`src/hw/cfg_bank_pkg.sv`:
```
// constants for the paged configuration register bank
package cfg_bank_pkg;
   localparam int unsigned ADDR_W = 7;
   localparam int unsigned DATA_W = 8;
   localparam int unsigned NUM_REGS = 128;
   localparam logic [ADDR_W-1:0] OFF_PAGE = 7'h00;
   localparam logic [ADDR_W-1:0] OFF_SOFT_RESET = 7'h01;
   localparam logic [ADDR_W-1:0] OFF_SLEEP = 7'h02;
   localparam logic [ADDR_W-1:0] OFF_SHUTDOWN = 7'h05;
   localparam logic [ADDR_W-1:0] OFF_SAI_A = 7'h07;
   localparam logic [ADDR_W-1:0] OFF_SAI_B = 7'h08;
   localparam logic [ADDR_W-1:0] OFF_SAI_C = 7'h09;
   localparam logic [ADDR_W-1:0] OFF_SAI_MIX = 7'h0a;
   localparam logic [ADDR_W-1:0] OFF_SLOT1 = 7'h0b;
   localparam logic [ADDR_W-1:0] OFF_SLOT2 = 7'h0c;
   localparam logic [ADDR_W-1:0] OFF_SLOT3 = 7'h0d;
   localparam logic [ADDR_W-1:0] OFF_SLOT4 = 7'h0e;
   localparam logic [ADDR_W-1:0] OFF_CLK_MST_A = 7'h13;
   localparam logic [ADDR_W-1:0] OFF_CLK_MST_B = 7'h14;
   localparam logic [ADDR_W-1:0] OFF_CLK_SELECT = 7'h16;
   localparam logic [ADDR_W-1:0] OFF_DMOD_CLK = 7'h1f;
   localparam logic [ADDR_W-1:0] OFF_DMOD_EDGE = 7'h20;
   localparam logic [ADDR_W-1:0] OFF_PIN_IO_CFG = 7'h21;
   localparam logic [ADDR_W-1:0] OFF_PIN_OUT_CFG = 7'h22;
   localparam logic [ADDR_W-1:0] OFF_PIN_OUT_VAL = 7'h29;
   localparam logic [ADDR_W-1:0] OFF_PIN_IN_CFG = 7'h2b;
   localparam logic [ADDR_W-1:0] OFF_IRQ_CFG = 7'h32;
   localparam logic [ADDR_W-1:0] OFF_IRQ_MASK = 7'h33;
   localparam logic [ADDR_W-1:0] OFF_CMODE_TOL = 7'h3a;
   localparam logic [ADDR_W-1:0] OFF_BIAS_CONV = 7'h3b;
   localparam logic [ADDR_W-1:0] OFF_CH1_A = 7'h3c;
   localparam logic [ADDR_W-1:0] OFF_CH1_B = 7'h3d;
   localparam logic [ADDR_W-1:0] OFF_CH1_C = 7'h3e;
   localparam logic [ADDR_W-1:0] OFF_CH1_D = 7'h3f;
   localparam logic [ADDR_W-1:0] OFF_CH1_E = 7'h40;
   localparam logic [ADDR_W-1:0] OFF_CH2_A = 7'h41;
   localparam logic [ADDR_W-1:0] OFF_CH2_B = 7'h42;
   localparam logic [ADDR_W-1:0] OFF_CH2_C = 7'h43;
   localparam logic [ADDR_W-1:0] OFF_CH2_D = 7'h44;
   localparam logic [ADDR_W-1:0] OFF_CH2_E = 7'h45;
   localparam logic [ADDR_W-1:0] OFF_CH3_C = 7'h48;
   localparam logic [ADDR_W-1:0] OFF_CH3_D = 7'h49;
   localparam logic [ADDR_W-1:0] OFF_CH3_E = 7'h4a;
   localparam logic [ADDR_W-1:0] OFF_CH4_C = 7'h4d;
   localparam logic [ADDR_W-1:0] OFF_CH4_D = 7'h4e;
   localparam logic [ADDR_W-1:0] OFF_CH4_E = 7'h4f;
   localparam logic [ADDR_W-1:0] OFF_SIGPROC_A = 7'h6b;
   localparam logic [ADDR_W-1:0] OFF_SIGPROC_B = 7'h6c;
   localparam logic [ADDR_W-1:0] OFF_RANGE_ENH = 7'h6d;
   localparam logic [ADDR_W-1:0] OFF_BUS_CLK_STS = 7'h15;
   localparam logic [ADDR_W-1:0] OFF_PIN_IO_MON = 7'h2a;
   localparam logic [ADDR_W-1:0] OFF_PIN_IN_MON = 7'h2f;
   localparam logic [ADDR_W-1:0] OFF_IRQ_LATCHED = 7'h36;
   localparam logic [DATA_W-1:0] PAGE_ZERO = 8'h00;
   localparam int unsigned SOFT_RESET_BIT = 0;
   localparam logic [DATA_W-1:0] ZERO_BYTE = 8'h00;

   // one entry per page-0 offset: implemented, writable, reset value
   typedef struct packed {
      logic valid;
      logic writable;
      logic [DATA_W-1:0] rst;
   } reg_info_t;

   function automatic reg_info_t reg_info(input logic [ADDR_W-1:0] a);
      reg_info_t r;
      r = '{valid: 1'b1, writable: 1'b1, rst: 8'h00};
      case (a)
         7'h00, 7'h01, 7'h02, 7'h08, 7'h09, 7'h0a, 7'h0b: r.rst = 8'h00;
         7'h05: r.rst = 8'h05;
         7'h07: r.rst = 8'h30;
         7'h0c: r.rst = 8'h01;
         7'h0d: r.rst = 8'h02;
         7'h0e: r.rst = 8'h03;
         7'h13: r.rst = 8'h02;
         7'h14: r.rst = 8'h48;
         7'h15: r = '{valid: 1'b1, writable: 1'b0, rst: 8'hff};
         7'h16: r.rst = 8'h10;
         7'h1f: r.rst = 8'h40;
         7'h20, 7'h22, 7'h29, 7'h2b, 7'h32: r.rst = 8'h00;
         7'h21: r.rst = 8'h22;
         7'h2a, 7'h2f, 7'h36: r = '{valid: 1'b1, writable: 1'b0, rst: 8'h00};
         7'h33: r.rst = 8'hff;
         7'h3a, 7'h3b, 7'h3c, 7'h3d, 7'h40: r.rst = 8'h00;
         7'h41, 7'h42, 7'h45, 7'h4a, 7'h4f: r.rst = 8'h00;
         7'h3e, 7'h43, 7'h48, 7'h4d: r.rst = 8'hc9;
         7'h3f, 7'h44, 7'h49, 7'h4e: r.rst = 8'h80;
         7'h6b: r.rst = 8'h01;
         7'h6c: r.rst = 8'h40;
         7'h6d: r.rst = 8'h7b;
         default: r = '{valid: 1'b0, writable: 1'b0, rst: 8'h00};
      endcase
      return r;
   endfunction
endpackage

```
`src/hw/cfg_reg_cell.sv`:
```
// one eight-bit configuration register with its own reset value
`timescale 1ns/1ps
`default_nettype none
module cfg_reg_cell #(
   parameter logic [7:0] RST_VAL = 8'h00,
   parameter bit WRITABLE = 1'b1
) (
   input wire logic clk,
   input wire logic clear,
   input wire logic wr_en,
   input wire logic [7:0] wr_data,
   input wire logic [7:0] status_in,
   output logic [7:0] value
);
   logic [7:0] value_q;

   // writable cells store host data; read-only cells track device status
   always_ff @(posedge clk) begin
      if (clear) begin
         value_q <= RST_VAL;
      end else if (WRITABLE && wr_en) begin
         value_q <= wr_data;
      end else if (!WRITABLE) begin
         value_q <= status_in;
      end
   end

   assign value = value_q;
endmodule
`default_nettype wire

```
`src/hw/paged_config_register_bank.sv`:
```
// page-0 configuration register bank with page select and software reset
// Operation
// - offset zero holds eight-bit page select, pages 0 to 255, reset zero.
// - software reset returns every register to its power-on default.
// - writing 1 to bit 0 at offset one resets all, bit self-clears.
// - upper seven reset-register bits read zero; host writes only zeros.
// - read-only fields ignore writes; read-write fields store; reset value applies.
// - channel config c resets to 0xc9, config d resets to 0x80.
// - interrupt mask and bus clock monitor status reset to all ones.
// - page select at offset zero on every page, always writable.
// - page 0 selected after power-up and after software reset.
`timescale 1ns/1ps
`default_nettype none
module paged_config_register_bank (
   input wire logic clk,
   input wire logic reset,
   input wire logic wr_en,
   input wire logic rd_en,
   input wire logic [cfg_bank_pkg::ADDR_W-1:0] addr,
   input wire logic [cfg_bank_pkg::DATA_W-1:0] wr_data,
   output logic [cfg_bank_pkg::DATA_W-1:0] rd_data,
   output logic rd_valid,
   input wire logic [cfg_bank_pkg::DATA_W-1:0] bus_clk_status_in,
   input wire logic [cfg_bank_pkg::DATA_W-1:0] pin_io_status_in,
   input wire logic [cfg_bank_pkg::DATA_W-1:0] pin_in_status_in,
   input wire logic [cfg_bank_pkg::DATA_W-1:0] irq_latched_in,
   output logic [cfg_bank_pkg::DATA_W-1:0] active_page,
   output logic soft_reset_pulse,
   output logic [cfg_bank_pkg::NUM_REGS*cfg_bank_pkg::DATA_W-1:0] reg_image
);
   import cfg_bank_pkg::*;

   logic [DATA_W-1:0] page_q;
   logic soft_reset_q;
   logic clear;
   logic on_page0;
   logic page_wr;
   logic [DATA_W-1:0] regs [NUM_REGS];
   logic [DATA_W-1:0] rd_data_q;
   logic rd_valid_q;
   logic [DATA_W-1:0] status_sel [NUM_REGS];
   logic [DATA_W-1:0] rd_sel;
   logic [NUM_REGS-1:0] wr_hit;

   // power-on reset or pending software reset clears page select, reset bit and all cells; read data clears on power-on reset only
   assign clear = reset | soft_reset_q;
   assign on_page0 = (page_q == PAGE_ZERO);
   // page select is reachable at offset zero whatever page is active
   assign page_wr = wr_en && (addr == OFF_PAGE);

   // page select register, back to page 0 on any reset
   always_ff @(posedge clk) begin
      if (clear) begin
         page_q <= PAGE_ZERO;
      end else if (page_wr) begin
         page_q <= wr_data;
      end
   end

   // self-clearing software reset bit: set by writing 1, gone next cycle
   always_ff @(posedge clk) begin
      if (clear) begin
         soft_reset_q <= 1'b0;
      end else begin
         soft_reset_q <= wr_en && on_page0 && (addr == OFF_SOFT_RESET) && wr_data[SOFT_RESET_BIT];
      end
   end

   // device status feeding the read-only locations
   always_comb begin
      for (int i = 0; i < NUM_REGS; i++) begin
         status_sel[i] = ZERO_BYTE;
      end
      status_sel[OFF_BUS_CLK_STS] = bus_clk_status_in;
      status_sel[OFF_PIN_IO_MON] = pin_io_status_in;
      status_sel[OFF_PIN_IN_MON] = pin_in_status_in;
      status_sel[OFF_IRQ_LATCHED] = irq_latched_in;
   end

   // write decode: only writable page-0 offsets get a strobe
   always_comb begin
      wr_hit = '0;
      if (!wr_en || !on_page0) begin
         wr_hit = '0;
      // control
      end else if (addr == OFF_SLEEP) begin
         wr_hit[OFF_SLEEP] = 1'b1;
      end else if (addr == OFF_SHUTDOWN) begin
         wr_hit[OFF_SHUTDOWN] = 1'b1;
      // serial audio
      end else if (addr == OFF_SAI_A) begin
         wr_hit[OFF_SAI_A] = 1'b1;
      end else if (addr == OFF_SAI_B) begin
         wr_hit[OFF_SAI_B] = 1'b1;
      end else if (addr == OFF_SAI_C) begin
         wr_hit[OFF_SAI_C] = 1'b1;
      end else if (addr == OFF_SAI_MIX) begin
         wr_hit[OFF_SAI_MIX] = 1'b1;
      end else if (addr == OFF_SLOT1) begin
         wr_hit[OFF_SLOT1] = 1'b1;
      end else if (addr == OFF_SLOT2) begin
         wr_hit[OFF_SLOT2] = 1'b1;
      end else if (addr == OFF_SLOT3) begin
         wr_hit[OFF_SLOT3] = 1'b1;
      end else if (addr == OFF_SLOT4) begin
         wr_hit[OFF_SLOT4] = 1'b1;
      // clocking
      end else if (addr == OFF_CLK_MST_A) begin
         wr_hit[OFF_CLK_MST_A] = 1'b1;
      end else if (addr == OFF_CLK_MST_B) begin
         wr_hit[OFF_CLK_MST_B] = 1'b1;
      end else if (addr == OFF_BUS_CLK_STS) begin
         wr_hit = '0;
      end else if (addr == OFF_CLK_SELECT) begin
         wr_hit[OFF_CLK_SELECT] = 1'b1;
      end else if (addr == OFF_DMOD_CLK) begin
         wr_hit[OFF_DMOD_CLK] = 1'b1;
      end else if (addr == OFF_DMOD_EDGE) begin
         wr_hit[OFF_DMOD_EDGE] = 1'b1;
      // pins
      end else if (addr == OFF_PIN_IO_CFG) begin
         wr_hit[OFF_PIN_IO_CFG] = 1'b1;
      end else if (addr == OFF_PIN_OUT_CFG) begin
         wr_hit[OFF_PIN_OUT_CFG] = 1'b1;
      end else if (addr == OFF_PIN_OUT_VAL) begin
         wr_hit[OFF_PIN_OUT_VAL] = 1'b1;
      end else if (addr == OFF_PIN_IO_MON) begin
         wr_hit = '0;
      end else if (addr == OFF_PIN_IN_CFG) begin
         wr_hit[OFF_PIN_IN_CFG] = 1'b1;
      end else if (addr == OFF_PIN_IN_MON) begin
         wr_hit = '0;
      // interrupts
      end else if (addr == OFF_IRQ_CFG) begin
         wr_hit[OFF_IRQ_CFG] = 1'b1;
      end else if (addr == OFF_IRQ_MASK) begin
         wr_hit[OFF_IRQ_MASK] = 1'b1;
      end else if (addr == OFF_IRQ_LATCHED) begin
         wr_hit = '0;
      // analog front end
      end else if (addr == OFF_CMODE_TOL) begin
         wr_hit[OFF_CMODE_TOL] = 1'b1;
      end else if (addr == OFF_BIAS_CONV) begin
         wr_hit[OFF_BIAS_CONV] = 1'b1;
      // channel 1
      end else if (addr == OFF_CH1_A) begin
         wr_hit[OFF_CH1_A] = 1'b1;
      end else if (addr == OFF_CH1_B) begin
         wr_hit[OFF_CH1_B] = 1'b1;
      end else if (addr == OFF_CH1_C) begin
         wr_hit[OFF_CH1_C] = 1'b1;
      end else if (addr == OFF_CH1_D) begin
         wr_hit[OFF_CH1_D] = 1'b1;
      end else if (addr == OFF_CH1_E) begin
         wr_hit[OFF_CH1_E] = 1'b1;
      // channel 2
      end else if (addr == OFF_CH2_A) begin
         wr_hit[OFF_CH2_A] = 1'b1;
      end else if (addr == OFF_CH2_B) begin
         wr_hit[OFF_CH2_B] = 1'b1;
      end else if (addr == OFF_CH2_C) begin
         wr_hit[OFF_CH2_C] = 1'b1;
      end else if (addr == OFF_CH2_D) begin
         wr_hit[OFF_CH2_D] = 1'b1;
      end else if (addr == OFF_CH2_E) begin
         wr_hit[OFF_CH2_E] = 1'b1;
      // channel 3
      end else if (addr == OFF_CH3_C) begin
         wr_hit[OFF_CH3_C] = 1'b1;
      end else if (addr == OFF_CH3_D) begin
         wr_hit[OFF_CH3_D] = 1'b1;
      end else if (addr == OFF_CH3_E) begin
         wr_hit[OFF_CH3_E] = 1'b1;
      // channel 4
      end else if (addr == OFF_CH4_C) begin
         wr_hit[OFF_CH4_C] = 1'b1;
      end else if (addr == OFF_CH4_D) begin
         wr_hit[OFF_CH4_D] = 1'b1;
      end else if (addr == OFF_CH4_E) begin
         wr_hit[OFF_CH4_E] = 1'b1;
      // processing
      end else if (addr == OFF_SIGPROC_A) begin
         wr_hit[OFF_SIGPROC_A] = 1'b1;
      end else if (addr == OFF_SIGPROC_B) begin
         wr_hit[OFF_SIGPROC_B] = 1'b1;
      end else if (addr == OFF_RANGE_ENH) begin
         wr_hit[OFF_RANGE_ENH] = 1'b1;
      end else begin
         wr_hit = '0;
      end
   end

   // one cell per implemented page-0 offset except offsets 0 and 1; reserved offsets hold zero
   for (genvar g = 0; g < NUM_REGS; g++) begin : g_cell
      localparam reg_info_t INFO = reg_info(ADDR_W'(g));
      if (INFO.valid && g != OFF_PAGE && g != OFF_SOFT_RESET) begin : g_impl
         cfg_reg_cell #(
            .RST_VAL(INFO.rst),
            .WRITABLE(INFO.writable)
         ) u_cell (
            .clk(clk),
            .clear(clear),
            .wr_en(wr_hit[g]),
            .wr_data(wr_data),
            .status_in(status_sel[g]),
            .value(regs[g])
         );
      end else if (g == OFF_PAGE) begin : g_page
         assign regs[g] = page_q;
      end else if (g == OFF_SOFT_RESET) begin : g_swrst
         // upper bits always read zero
         assign regs[g] = {{(DATA_W-1){1'b0}}, soft_reset_q};
      end else begin : g_rsvd
         assign regs[g] = ZERO_BYTE;
      end
      assign reg_image[g*DATA_W +: DATA_W] = regs[g];
   end

   // read decode: page select on every page, the map only on page 0
   always_comb begin
      rd_sel = ZERO_BYTE;
      if (addr == OFF_PAGE) begin
         rd_sel = page_q;
      end else if (!on_page0) begin
         rd_sel = ZERO_BYTE;
      // control
      end else if (addr == OFF_SOFT_RESET) begin
         rd_sel = regs[OFF_SOFT_RESET];
      end else if (addr == OFF_SLEEP) begin
         rd_sel = regs[OFF_SLEEP];
      end else if (addr == OFF_SHUTDOWN) begin
         rd_sel = regs[OFF_SHUTDOWN];
      // serial audio
      end else if (addr == OFF_SAI_A) begin
         rd_sel = regs[OFF_SAI_A];
      end else if (addr == OFF_SAI_B) begin
         rd_sel = regs[OFF_SAI_B];
      end else if (addr == OFF_SAI_C) begin
         rd_sel = regs[OFF_SAI_C];
      end else if (addr == OFF_SAI_MIX) begin
         rd_sel = regs[OFF_SAI_MIX];
      end else if (addr == OFF_SLOT1) begin
         rd_sel = regs[OFF_SLOT1];
      end else if (addr == OFF_SLOT2) begin
         rd_sel = regs[OFF_SLOT2];
      end else if (addr == OFF_SLOT3) begin
         rd_sel = regs[OFF_SLOT3];
      end else if (addr == OFF_SLOT4) begin
         rd_sel = regs[OFF_SLOT4];
      // clocking
      end else if (addr == OFF_CLK_MST_A) begin
         rd_sel = regs[OFF_CLK_MST_A];
      end else if (addr == OFF_CLK_MST_B) begin
         rd_sel = regs[OFF_CLK_MST_B];
      end else if (addr == OFF_BUS_CLK_STS) begin
         rd_sel = regs[OFF_BUS_CLK_STS];
      end else if (addr == OFF_CLK_SELECT) begin
         rd_sel = regs[OFF_CLK_SELECT];
      end else if (addr == OFF_DMOD_CLK) begin
         rd_sel = regs[OFF_DMOD_CLK];
      end else if (addr == OFF_DMOD_EDGE) begin
         rd_sel = regs[OFF_DMOD_EDGE];
      // pins
      end else if (addr == OFF_PIN_IO_CFG) begin
         rd_sel = regs[OFF_PIN_IO_CFG];
      end else if (addr == OFF_PIN_OUT_CFG) begin
         rd_sel = regs[OFF_PIN_OUT_CFG];
      end else if (addr == OFF_PIN_OUT_VAL) begin
         rd_sel = regs[OFF_PIN_OUT_VAL];
      end else if (addr == OFF_PIN_IO_MON) begin
         rd_sel = regs[OFF_PIN_IO_MON];
      end else if (addr == OFF_PIN_IN_CFG) begin
         rd_sel = regs[OFF_PIN_IN_CFG];
      end else if (addr == OFF_PIN_IN_MON) begin
         rd_sel = regs[OFF_PIN_IN_MON];
      // interrupts
      end else if (addr == OFF_IRQ_CFG) begin
         rd_sel = regs[OFF_IRQ_CFG];
      end else if (addr == OFF_IRQ_MASK) begin
         rd_sel = regs[OFF_IRQ_MASK];
      end else if (addr == OFF_IRQ_LATCHED) begin
         rd_sel = regs[OFF_IRQ_LATCHED];
      // analog front end
      end else if (addr == OFF_CMODE_TOL) begin
         rd_sel = regs[OFF_CMODE_TOL];
      end else if (addr == OFF_BIAS_CONV) begin
         rd_sel = regs[OFF_BIAS_CONV];
      // channel 1
      end else if (addr == OFF_CH1_A) begin
         rd_sel = regs[OFF_CH1_A];
      end else if (addr == OFF_CH1_B) begin
         rd_sel = regs[OFF_CH1_B];
      end else if (addr == OFF_CH1_C) begin
         rd_sel = regs[OFF_CH1_C];
      end else if (addr == OFF_CH1_D) begin
         rd_sel = regs[OFF_CH1_D];
      end else if (addr == OFF_CH1_E) begin
         rd_sel = regs[OFF_CH1_E];
      // channel 2
      end else if (addr == OFF_CH2_A) begin
         rd_sel = regs[OFF_CH2_A];
      end else if (addr == OFF_CH2_B) begin
         rd_sel = regs[OFF_CH2_B];
      end else if (addr == OFF_CH2_C) begin
         rd_sel = regs[OFF_CH2_C];
      end else if (addr == OFF_CH2_D) begin
         rd_sel = regs[OFF_CH2_D];
      end else if (addr == OFF_CH2_E) begin
         rd_sel = regs[OFF_CH2_E];
      // channel 3
      end else if (addr == OFF_CH3_C) begin
         rd_sel = regs[OFF_CH3_C];
      end else if (addr == OFF_CH3_D) begin
         rd_sel = regs[OFF_CH3_D];
      end else if (addr == OFF_CH3_E) begin
         rd_sel = regs[OFF_CH3_E];
      // channel 4
      end else if (addr == OFF_CH4_C) begin
         rd_sel = regs[OFF_CH4_C];
      end else if (addr == OFF_CH4_D) begin
         rd_sel = regs[OFF_CH4_D];
      end else if (addr == OFF_CH4_E) begin
         rd_sel = regs[OFF_CH4_E];
      // processing
      end else if (addr == OFF_SIGPROC_A) begin
         rd_sel = regs[OFF_SIGPROC_A];
      end else if (addr == OFF_SIGPROC_B) begin
         rd_sel = regs[OFF_SIGPROC_B];
      end else if (addr == OFF_RANGE_ENH) begin
         rd_sel = regs[OFF_RANGE_ENH];
      end else begin
         rd_sel = ZERO_BYTE;
      end
   end

   // registered read: page 0 decodes the map, other pages show only page select
   always_ff @(posedge clk) begin
      if (reset) begin
         rd_data_q <= ZERO_BYTE;
         rd_valid_q <= 1'b0;
      end else begin
         rd_valid_q <= rd_en;
         if (rd_en) begin
            rd_data_q <= rd_sel;
         end
      end
   end

   assign rd_data = rd_data_q;
   assign rd_valid = rd_valid_q;
   assign active_page = page_q;
   assign soft_reset_pulse = soft_reset_q;
endmodule
`default_nettype wire

```
`config.mk`:
```
export PLATFORM = sky130hd
export DESIGN_NAME = paged_config_register_bank
export DESIGN_NICKNAME = d
export VERILOG_FILES = /design/src/hw/cfg_bank_pkg.sv /design/src/hw/cfg_reg_cell.sv /design/src/hw/paged_config_register_bank.sv
export SDC_FILE = /design/constraint.sdc
export NUM_CORES = 1
export LEC_CHECK = 0
export ABC_AREA = 1
export BUFFER_PORTS_ARGS = -buffer_cell sky130_fd_sc_hd__buf_2
export CORE_AREA = 2 2 430 432
export DETAILED_ROUTE_END_ITERATION = 8
export DIE_AREA = 0 0 432 434
export GPL_ROUTABILITY_DRIVEN = 0
export PLACE_DENSITY_LB_ADDON = 0.15
export SYNTH_ARGS = -nofsm -noshare
export SYNTH_HDL_FRONTEND = slang
export SYNTH_HIERARCHICAL = 1
export SYNTH_SLANG_ARGS = --single-unit
```
`constraint.sdc`:
```
create_clock -name clk -period 2.4 [get_ports clk]
set_input_delay 0.24 -clock clk [delete_from_list [all_inputs] [get_ports clk]]
set_output_delay 0.24 -clock clk [all_outputs]
set_load 0.05 [all_outputs]
```
---- After elaboration in Yosys (flattened, before gate mapping) ----
Index checks and enable logic that the tools add are counted.
operators by class
  equal/unequal tests ..................... 47
  muxes and demuxes ....................... 893
  bitwise operators ....................... 1
  reduce and logical (&&, ||, !) cells .... 9
operators by type and width
  cell                 number
  two-way mux 109 bit  46
  two-way mux 108 bit  46
  two-way mux 107 bit  46
  two-way mux 110 bit  38
  two-way mux 79 bit   44
  two-way mux 78 bit   44
  two-way mux 77 bit   43
  two-way mux 74 bit   41
  two-way mux 73 bit   40
  two-way mux 72 bit   39
  two-way mux 69 bit   38
  two-way mux 68 bit   38
  two-way mux 67 bit   36
  two-way mux 66 bit   36
  two-way mux 62 bit   31
  two-way mux 41 bit   21
  two-way mux 34 bit   19
  two-way mux 33 bit   18
  two-way mux 32 bit   18
  two-way mux 31 bit   17
  two-way mux 8 bit    50
  two-way mux 20 bit   13
  two-way mux 19 bit   12
  two-way mux 14 bit   11
  59 further kinds     165
storage, ports and cells
  flip-flop bits (word level) ............. 386
  bits of input ports ..................... 51
  output and inout bits ................... 1042
  word-level logic and storage cells ...... 1000

---- Logic depth before layout (Yosys ltp) ----
  depth in word-level cells ............... 762
  mapped depth ............................ 37
  mapped depth without buffers ............ 37

---- Hierarchy ----
The synthesis kept the hierarchy.
modules (own cells, without submodules)
  module                                        times used  cells an instance  area an instance (um2)  sequential area each (um2)
  paged_config_register_bank                    1           1648               9633.0                  360.3
  cfg_reg_cell (g_cell[10].g_impl.u_cell ...)   20          51                 341.6                   160.2
  cfg_reg_cell (g_cell[107].g_impl.u_cell ...)  9           50                 339.1                   160.2
  cfg_reg_cell (g_cell[14].g_impl.u_cell ...)   5           47                 316.6                   160.2
  cfg_reg_cell (g_cell[62].g_impl.u_cell ...)   4           43                 304.0                   160.2
  cfg_reg_cell (g_cell[42].g_impl.u_cell ...)   3           25                 231.5                   160.2
  cfg_reg_cell (g_cell[108].g_impl.u_cell ...)  2           50                 341.6                   160.2
  cfg_reg_cell (g_cell[109].g_impl.u_cell)      1           39                 301.5                   160.2
  cfg_reg_cell (g_cell[51].g_impl.u_cell)       1           35                 279.0                   160.2
  cfg_reg_cell (g_cell[21].g_impl.u_cell)       1           25                 224.0                   160.2

---- Worst setup path after synthesis ----
Ideal clock, no wire load.
  path type ............................... in2reg
  start ................................... in addr[1] (netlist bit)
  end ..................................... reg rd_data_q[4], in the netlist rd_data[4]
  setup time .............................. 0.120 ns
  data arrival time ....................... 2.415 ns
  data required time ...................... 2.280 ns
  path slack .............................. -0.136 ns
  stages on the path ...................... 36
  path buffers ............................ 0
  path through ............................ nand2_1 > inv_2 > nand2_1 > nor2_1 > nor2_2 > nand3_1 > nand2_1 > nand4_1 > nand2_1 > nand3_1 > nand2_1 > nand2_1 > nand2_1 > nand3_1 > nand2_1 > nand2_1 > nand2_1 > nand4_1 > nand2_1 > nand4_1 > nand2_1 > nand3_1 > nand2_1 > nand2_1 > nand2_1 > nand2_1 > nand2_1 > nand2_1 > nand2_1 > nand3_1 > nand2_1 > nand2_1 > nand2_1 > nand2_1 > nand2_1 > a21oi_1
on the way
  word-level cells in the longest chain between the ends .. 50
  elaborated cells between the ends (all ways) .. 97
  classes of those cells .................. 47 x eq/ne; 49 x mux; 1 x reduce/logical
RTL lines
  element                line                               text
  start, declared        paged_config_register_bank.sv:19   input wire logic [cfg_bank_pkg::ADDR_W-1:0] addr,
  == test 7 bit          paged_config_register_bank.sv:329  end else if (addr == OFF_RANGE_ENH) begin
  two-way mux 8 bit      paged_config_register_bank.sv:329
  two-way mux 8 bit      paged_config_register_bank.sv:327  end else if (addr == OFF_SIGPROC_B) begin
  two-way mux 8 bit      paged_config_register_bank.sv:325  end else if (addr == OFF_SIGPROC_A) begin
  two-way mux 8 bit      paged_config_register_bank.sv:322  end else if (addr == OFF_CH4_E) begin
  two-way mux 8 bit      paged_config_register_bank.sv:320  end else if (addr == OFF_CH4_D) begin
  two-way mux 8 bit      paged_config_register_bank.sv:318  end else if (addr == OFF_CH4_C) begin
  two-way mux 8 bit      paged_config_register_bank.sv:315  end else if (addr == OFF_CH3_E) begin
  [34 not listed]        --
  two-way mux 8 bit      paged_config_register_bank.sv:238  end else if (addr == OFF_SAI_C) begin
  two-way mux 8 bit      paged_config_register_bank.sv:236  end else if (addr == OFF_SAI_B) begin
  two-way mux 8 bit      paged_config_register_bank.sv:234  end else if (addr == OFF_SAI_A) begin
  two-way mux 8 bit      paged_config_register_bank.sv:231  end else if (addr == OFF_SHUTDOWN) begin
  two-way mux 8 bit      paged_config_register_bank.sv:229  end else if (addr == OFF_SLEEP) begin
  two-way mux 8 bit      paged_config_register_bank.sv:227  end else if (addr == OFF_SOFT_RESET) begin
  two-way mux 8 bit      paged_config_register_bank.sv:224  end else if (!on_page0) begin
  two-way mux 8 bit (*)  paged_config_register_bank.sv:222  if (addr == OFF_PAGE) begin
  end signal, assigned   paged_config_register_bank.sv:344  rd_data_q <= rd_sel;
  end, declared          paged_config_register_bank.sv:39   logic [DATA_W-1:0] rd_data_q;
Every way passes the cells marked *; elsewhere a longest branch is shown, timed or not.
A chain may end at the register's enable or synchronous reset.

---- Final worst setup path ----
  start ................................... reg g_cell[72].g_impl.u_cell.value_q[7]
  end ..................................... reg rd_data_q[7], in the netlist rd_data[7]
on the way
  word-level cells in the longest chain between the ends .. 41
RTL lines
  element                 line                               text
  start, declared         cfg_reg_cell.sv:15                 logic [7:0] value_q;
  start signal, assigned  cfg_reg_cell.sv:22                 value_q <= wr_data;
  start signal, assigned  cfg_reg_cell.sv:24                 value_q <= status_in;
  two-way mux 8 bit       paged_config_register_bank.sv:311  end else if (addr == OFF_CH3_C) begin
  two-way mux 8 bit       paged_config_register_bank.sv:308  end else if (addr == OFF_CH2_E) begin
  two-way mux 8 bit       paged_config_register_bank.sv:306  end else if (addr == OFF_CH2_D) begin
  two-way mux 8 bit       paged_config_register_bank.sv:304  end else if (addr == OFF_CH2_C) begin
  two-way mux 8 bit       paged_config_register_bank.sv:302  end else if (addr == OFF_CH2_B) begin
  two-way mux 8 bit       paged_config_register_bank.sv:300  end else if (addr == OFF_CH2_A) begin
  two-way mux 8 bit       paged_config_register_bank.sv:297  end else if (addr == OFF_CH1_E) begin
  two-way mux 8 bit       paged_config_register_bank.sv:295  end else if (addr == OFF_CH1_D) begin
  [25 not listed]         --
  two-way mux 8 bit       paged_config_register_bank.sv:238
  two-way mux 8 bit       paged_config_register_bank.sv:236
  two-way mux 8 bit       paged_config_register_bank.sv:234
  two-way mux 8 bit       paged_config_register_bank.sv:231
  two-way mux 8 bit       paged_config_register_bank.sv:229
  two-way mux 8 bit       paged_config_register_bank.sv:227
  two-way mux 8 bit       paged_config_register_bank.sv:224
  two-way mux 8 bit       paged_config_register_bank.sv:222
Every way passes these cells.

==> run metrics <==
initial antenna violation count 4; gr ovfl total 0; PD cells 578 nW/um^2; Mapped Area 24500 sq um; First-pass DRT Iterations 5; Flop pwr share 33.5%; Post-synth EDFFs 0; clock root cell clkbuf_16; CTS Buffer Depth 3; worst min path class in -> reg; Multi-input gate area 12500 sq um; Die Span X 432 um; CTS Buf Count 55; total core area 182000 sq um; Int Pwr 12.4 mW; f_max 306 MHz; pre-CTS setup slack -1.96 ns; Initial Util 13.4%; sequential-to-total area share from yosys stat 31.5%; CP Max Fanout 2; Routed wire per std cell 18.9 um; Sink Count 386; Die Y-Extent 434 um; Total Wirelength 135000 um; Max Slew Vio Count 0; Syn Area/Cell 6.45 sq um; CP dominant cell by count nand2_1; Most used DFF post-synth dfxtp_1; Final Setup Violations 28; Post-route DRC 0; Crit. End Element register; library cells used by synthesis 38; routed vias 23400; Net Sw Frac 36.7%; largest net degree at the start of global routing 44; register area 7750 sq um; final setup margin -0.864 ns; crit path DAT 3.78 ns; crit path kind reg -> reg; die area 187000 sq um; CTS tree yes; status complete, but fails checks; layout cells sized above 1 29.6%; R2R Setup Slk -0.86 ns; Clock power frac 45.9%; relative slew slack 56.6%; Antenna Nets Post-Route 0; final period utilization 136%; global-route wire length before repair 178000 um; clock slew at reported path FFs 0.06 ns; Core Rows 157; total negative slack -6.53 ns; Area growth syn-to-layout 38.1%; vias in the first global route 21400; CTS H-tree depth 2; I/O pin total 1093; WP data required 2.92 ns; DP Wirelength 106000 um; synth warn 6; Layout Skew 0.0620 ns; unrepaired setup endpoints after global routing yes; Comb pwr share 20.6%; Fin. Hold Viols 0; Nets 4742; Synth Instances 3799; Worst-Skew Late Latency 0.69 ns; crit start category register; vias per cell 3.28; Leak 17.7 nW; all-layer global routing usage 13.7%; Worst path slowest cell dfxtp_1; Worst VDD drop 549 uV; IO Port Bufs 445; violated checks negative setup slack; slowest stage delay, CP 0.38 ns; fraction of registers with async set/reset 0%; DRT iter0 DRCs 1235; fillers 20900; Slew @ Worst Pin 0.648 ns; Final min period 3.26 ns; P_sw 7.18 mW; Yosys reg bits 386; Max-Cap Viols 0
==> worst paths after layout <==
kind	startpoint	endpoint	cells after the start
max	g_cell[72].g_impl.u_cell/value[7]$_SDFFE_PP1P_	rd_data[7]$_SDFFE_PP0P_	25
min	wr_data[1]	g_cell[33].g_impl.u_cell/value[1]$_SDFFE_PP1P_	3
max reg2reg	g_cell[72].g_impl.u_cell/value[7]$_SDFFE_PP1P_	rd_data[7]$_SDFFE_PP0P_	25
min reg2reg	g_cell[12].g_impl.u_cell/value[3]$_SDFFE_PP0P_	g_cell[12].g_impl.u_cell/value[3]$_SDFFE_PP0P_	2
==> stage by stage <==
step           power, mW  area [sq um]  utilization, %  hold slack (ns)  cells
2_1_floorplan       10.4         27000               -            0.312   4445
3_3_place_gp        10.5         30000            16.5            0.417   6956
3_5_place_dp        10.5         30000            16.5            0.415   6956
4_1_cts             19.9         33500            18.3           0.0719   7119
5_1_grt             20.4         33800            18.5           0.0985   7118
6_report            19.6         33800            18.5            0.112   7120
==> placed cells by master, fill, tap and decap left out, drive strengths merged <==
cell type / n
dfxtp: 386
nor2: 745
or2: 64
and2: 3
buf: 896
a21boi: 1
a211oi: 1
inv: 523
a21oi: 57
and3: 1
nand4: 38
o22ai: 23
a22o: 4
nand2: 1032
diode: 2
conb: 647
clkinvlp: 3
nand3b: 1
dlygate4sd3: 35
clkbuf: 79
nor4: 8
nand3: 116
o221a: 2
clkinv: 14
bufinv: 6
o211ai: 1
a221oi: 7
nor3: 21
o21ai: 19
==> final cells by class <==
class,instances,area share (%)
diodes,2,0.0148
clock buffers,78,4.77
clock inverters,21,0.954
inverters,525,5.95
multi-input cells,2791,36.8
flip-flops and latches,386,22.9
well taps,2385,8.82
repair buffers,932,19.8
==> power by group through the flow <==
stage               Clock [mW]  Combinational, mW  Sequential [mW]
finish                    8.97               4.04             6.55
global route              9.54               4.28             6.56
CTS                       9.34               4.03             6.56
detailed placement           0               3.84             6.70
global placement             0               3.84             6.70
floorplan                    0               3.59             6.86
==> state kept, by name (all words and copies together), names as in the netlist <==
name / flops
rd_data: 8
g_cell.g_impl.u_cell/value: 368
soft_reset_pulse: 1
rd_valid: 1
active_page: 8
==> cells in the mapped netlist, types with 8 or more instances <==
| cell type | count | area share (%) |
|---|---|---|
| or2_2 | 54 | 1.4 |
| nor4_1 | 8 | 0.20 |
| a21oi_1 | 57 | 1.2 |
| buf_4 | 656 | 20 |
| nor2_1 | 705 | 11 |
| dfxtp_1 | 386 | 32 |
| nand2_2 | 38 | 0.97 |
| inv_2 | 28 | 0.43 |
| nor3_1 | 20 | 0.41 |
| o22ai_1 | 23 | 0.59 |
| buf_6 | 76 | 3.5 |
| nor2_2 | 38 | 0.97 |
| nand4_1 | 38 | 0.97 |
| inv_1 | 495 | 7.6 |
| nand3_1 | 114 | 2.3 |
| o21ai_0 | 16 | 0.33 |
| nand2_1 | 994 | 15 |
==> cell families (layout without fill, tap and decap cells) <==
| logic type | Yosys count | after routing | share of synthesized area (%) |
|---|---|---|---|
| AOI/OAI and AO/OA | 115 | 115 | 2.72 |
| other | 1 | 649 | 0.0153 |
| and+or+nand+nor | 2029 | 2029 | 33.9 |
| buffers and inverters | 1268 | 1556 | 31.8 |
| DFF | 386 | 386 | 31.5 |
==> what timing repair did <==
action / 4_1_cts / 5_1_grt
pin swaps: 117 / 125
endpoints found under the hold margin: 41 / 0
cloned: 6 / 0
hold buffers: 35 / 0
gates resized for setup: 237 / 121
setup buffers: 26 / 5
endpoints found under the setup margin: 224 / 159
==> routing by layer <==
layer / global-route usage, % / vias to the layer above / routed length, um
met2: 25.7 / 661 / 71000
met3: 2.78 / 107 / 6860
met4: 3.62 / 0 / 3450
met1: 15.5 / 10800 / 53300
met5: 0 / - / 0
li1: - / 11800 / -
==> worst max-delay path: cells and delay by family, from the launching register on <==
kind,cells,cell delay (ns)
AND/OR/NAND/NOR,22,2.20
AO/OA/AOI/OAI,2,0.36
flip-flops,1,0.38
buffers and inverters,1,0.15
(Power assumes the default switching activity.)
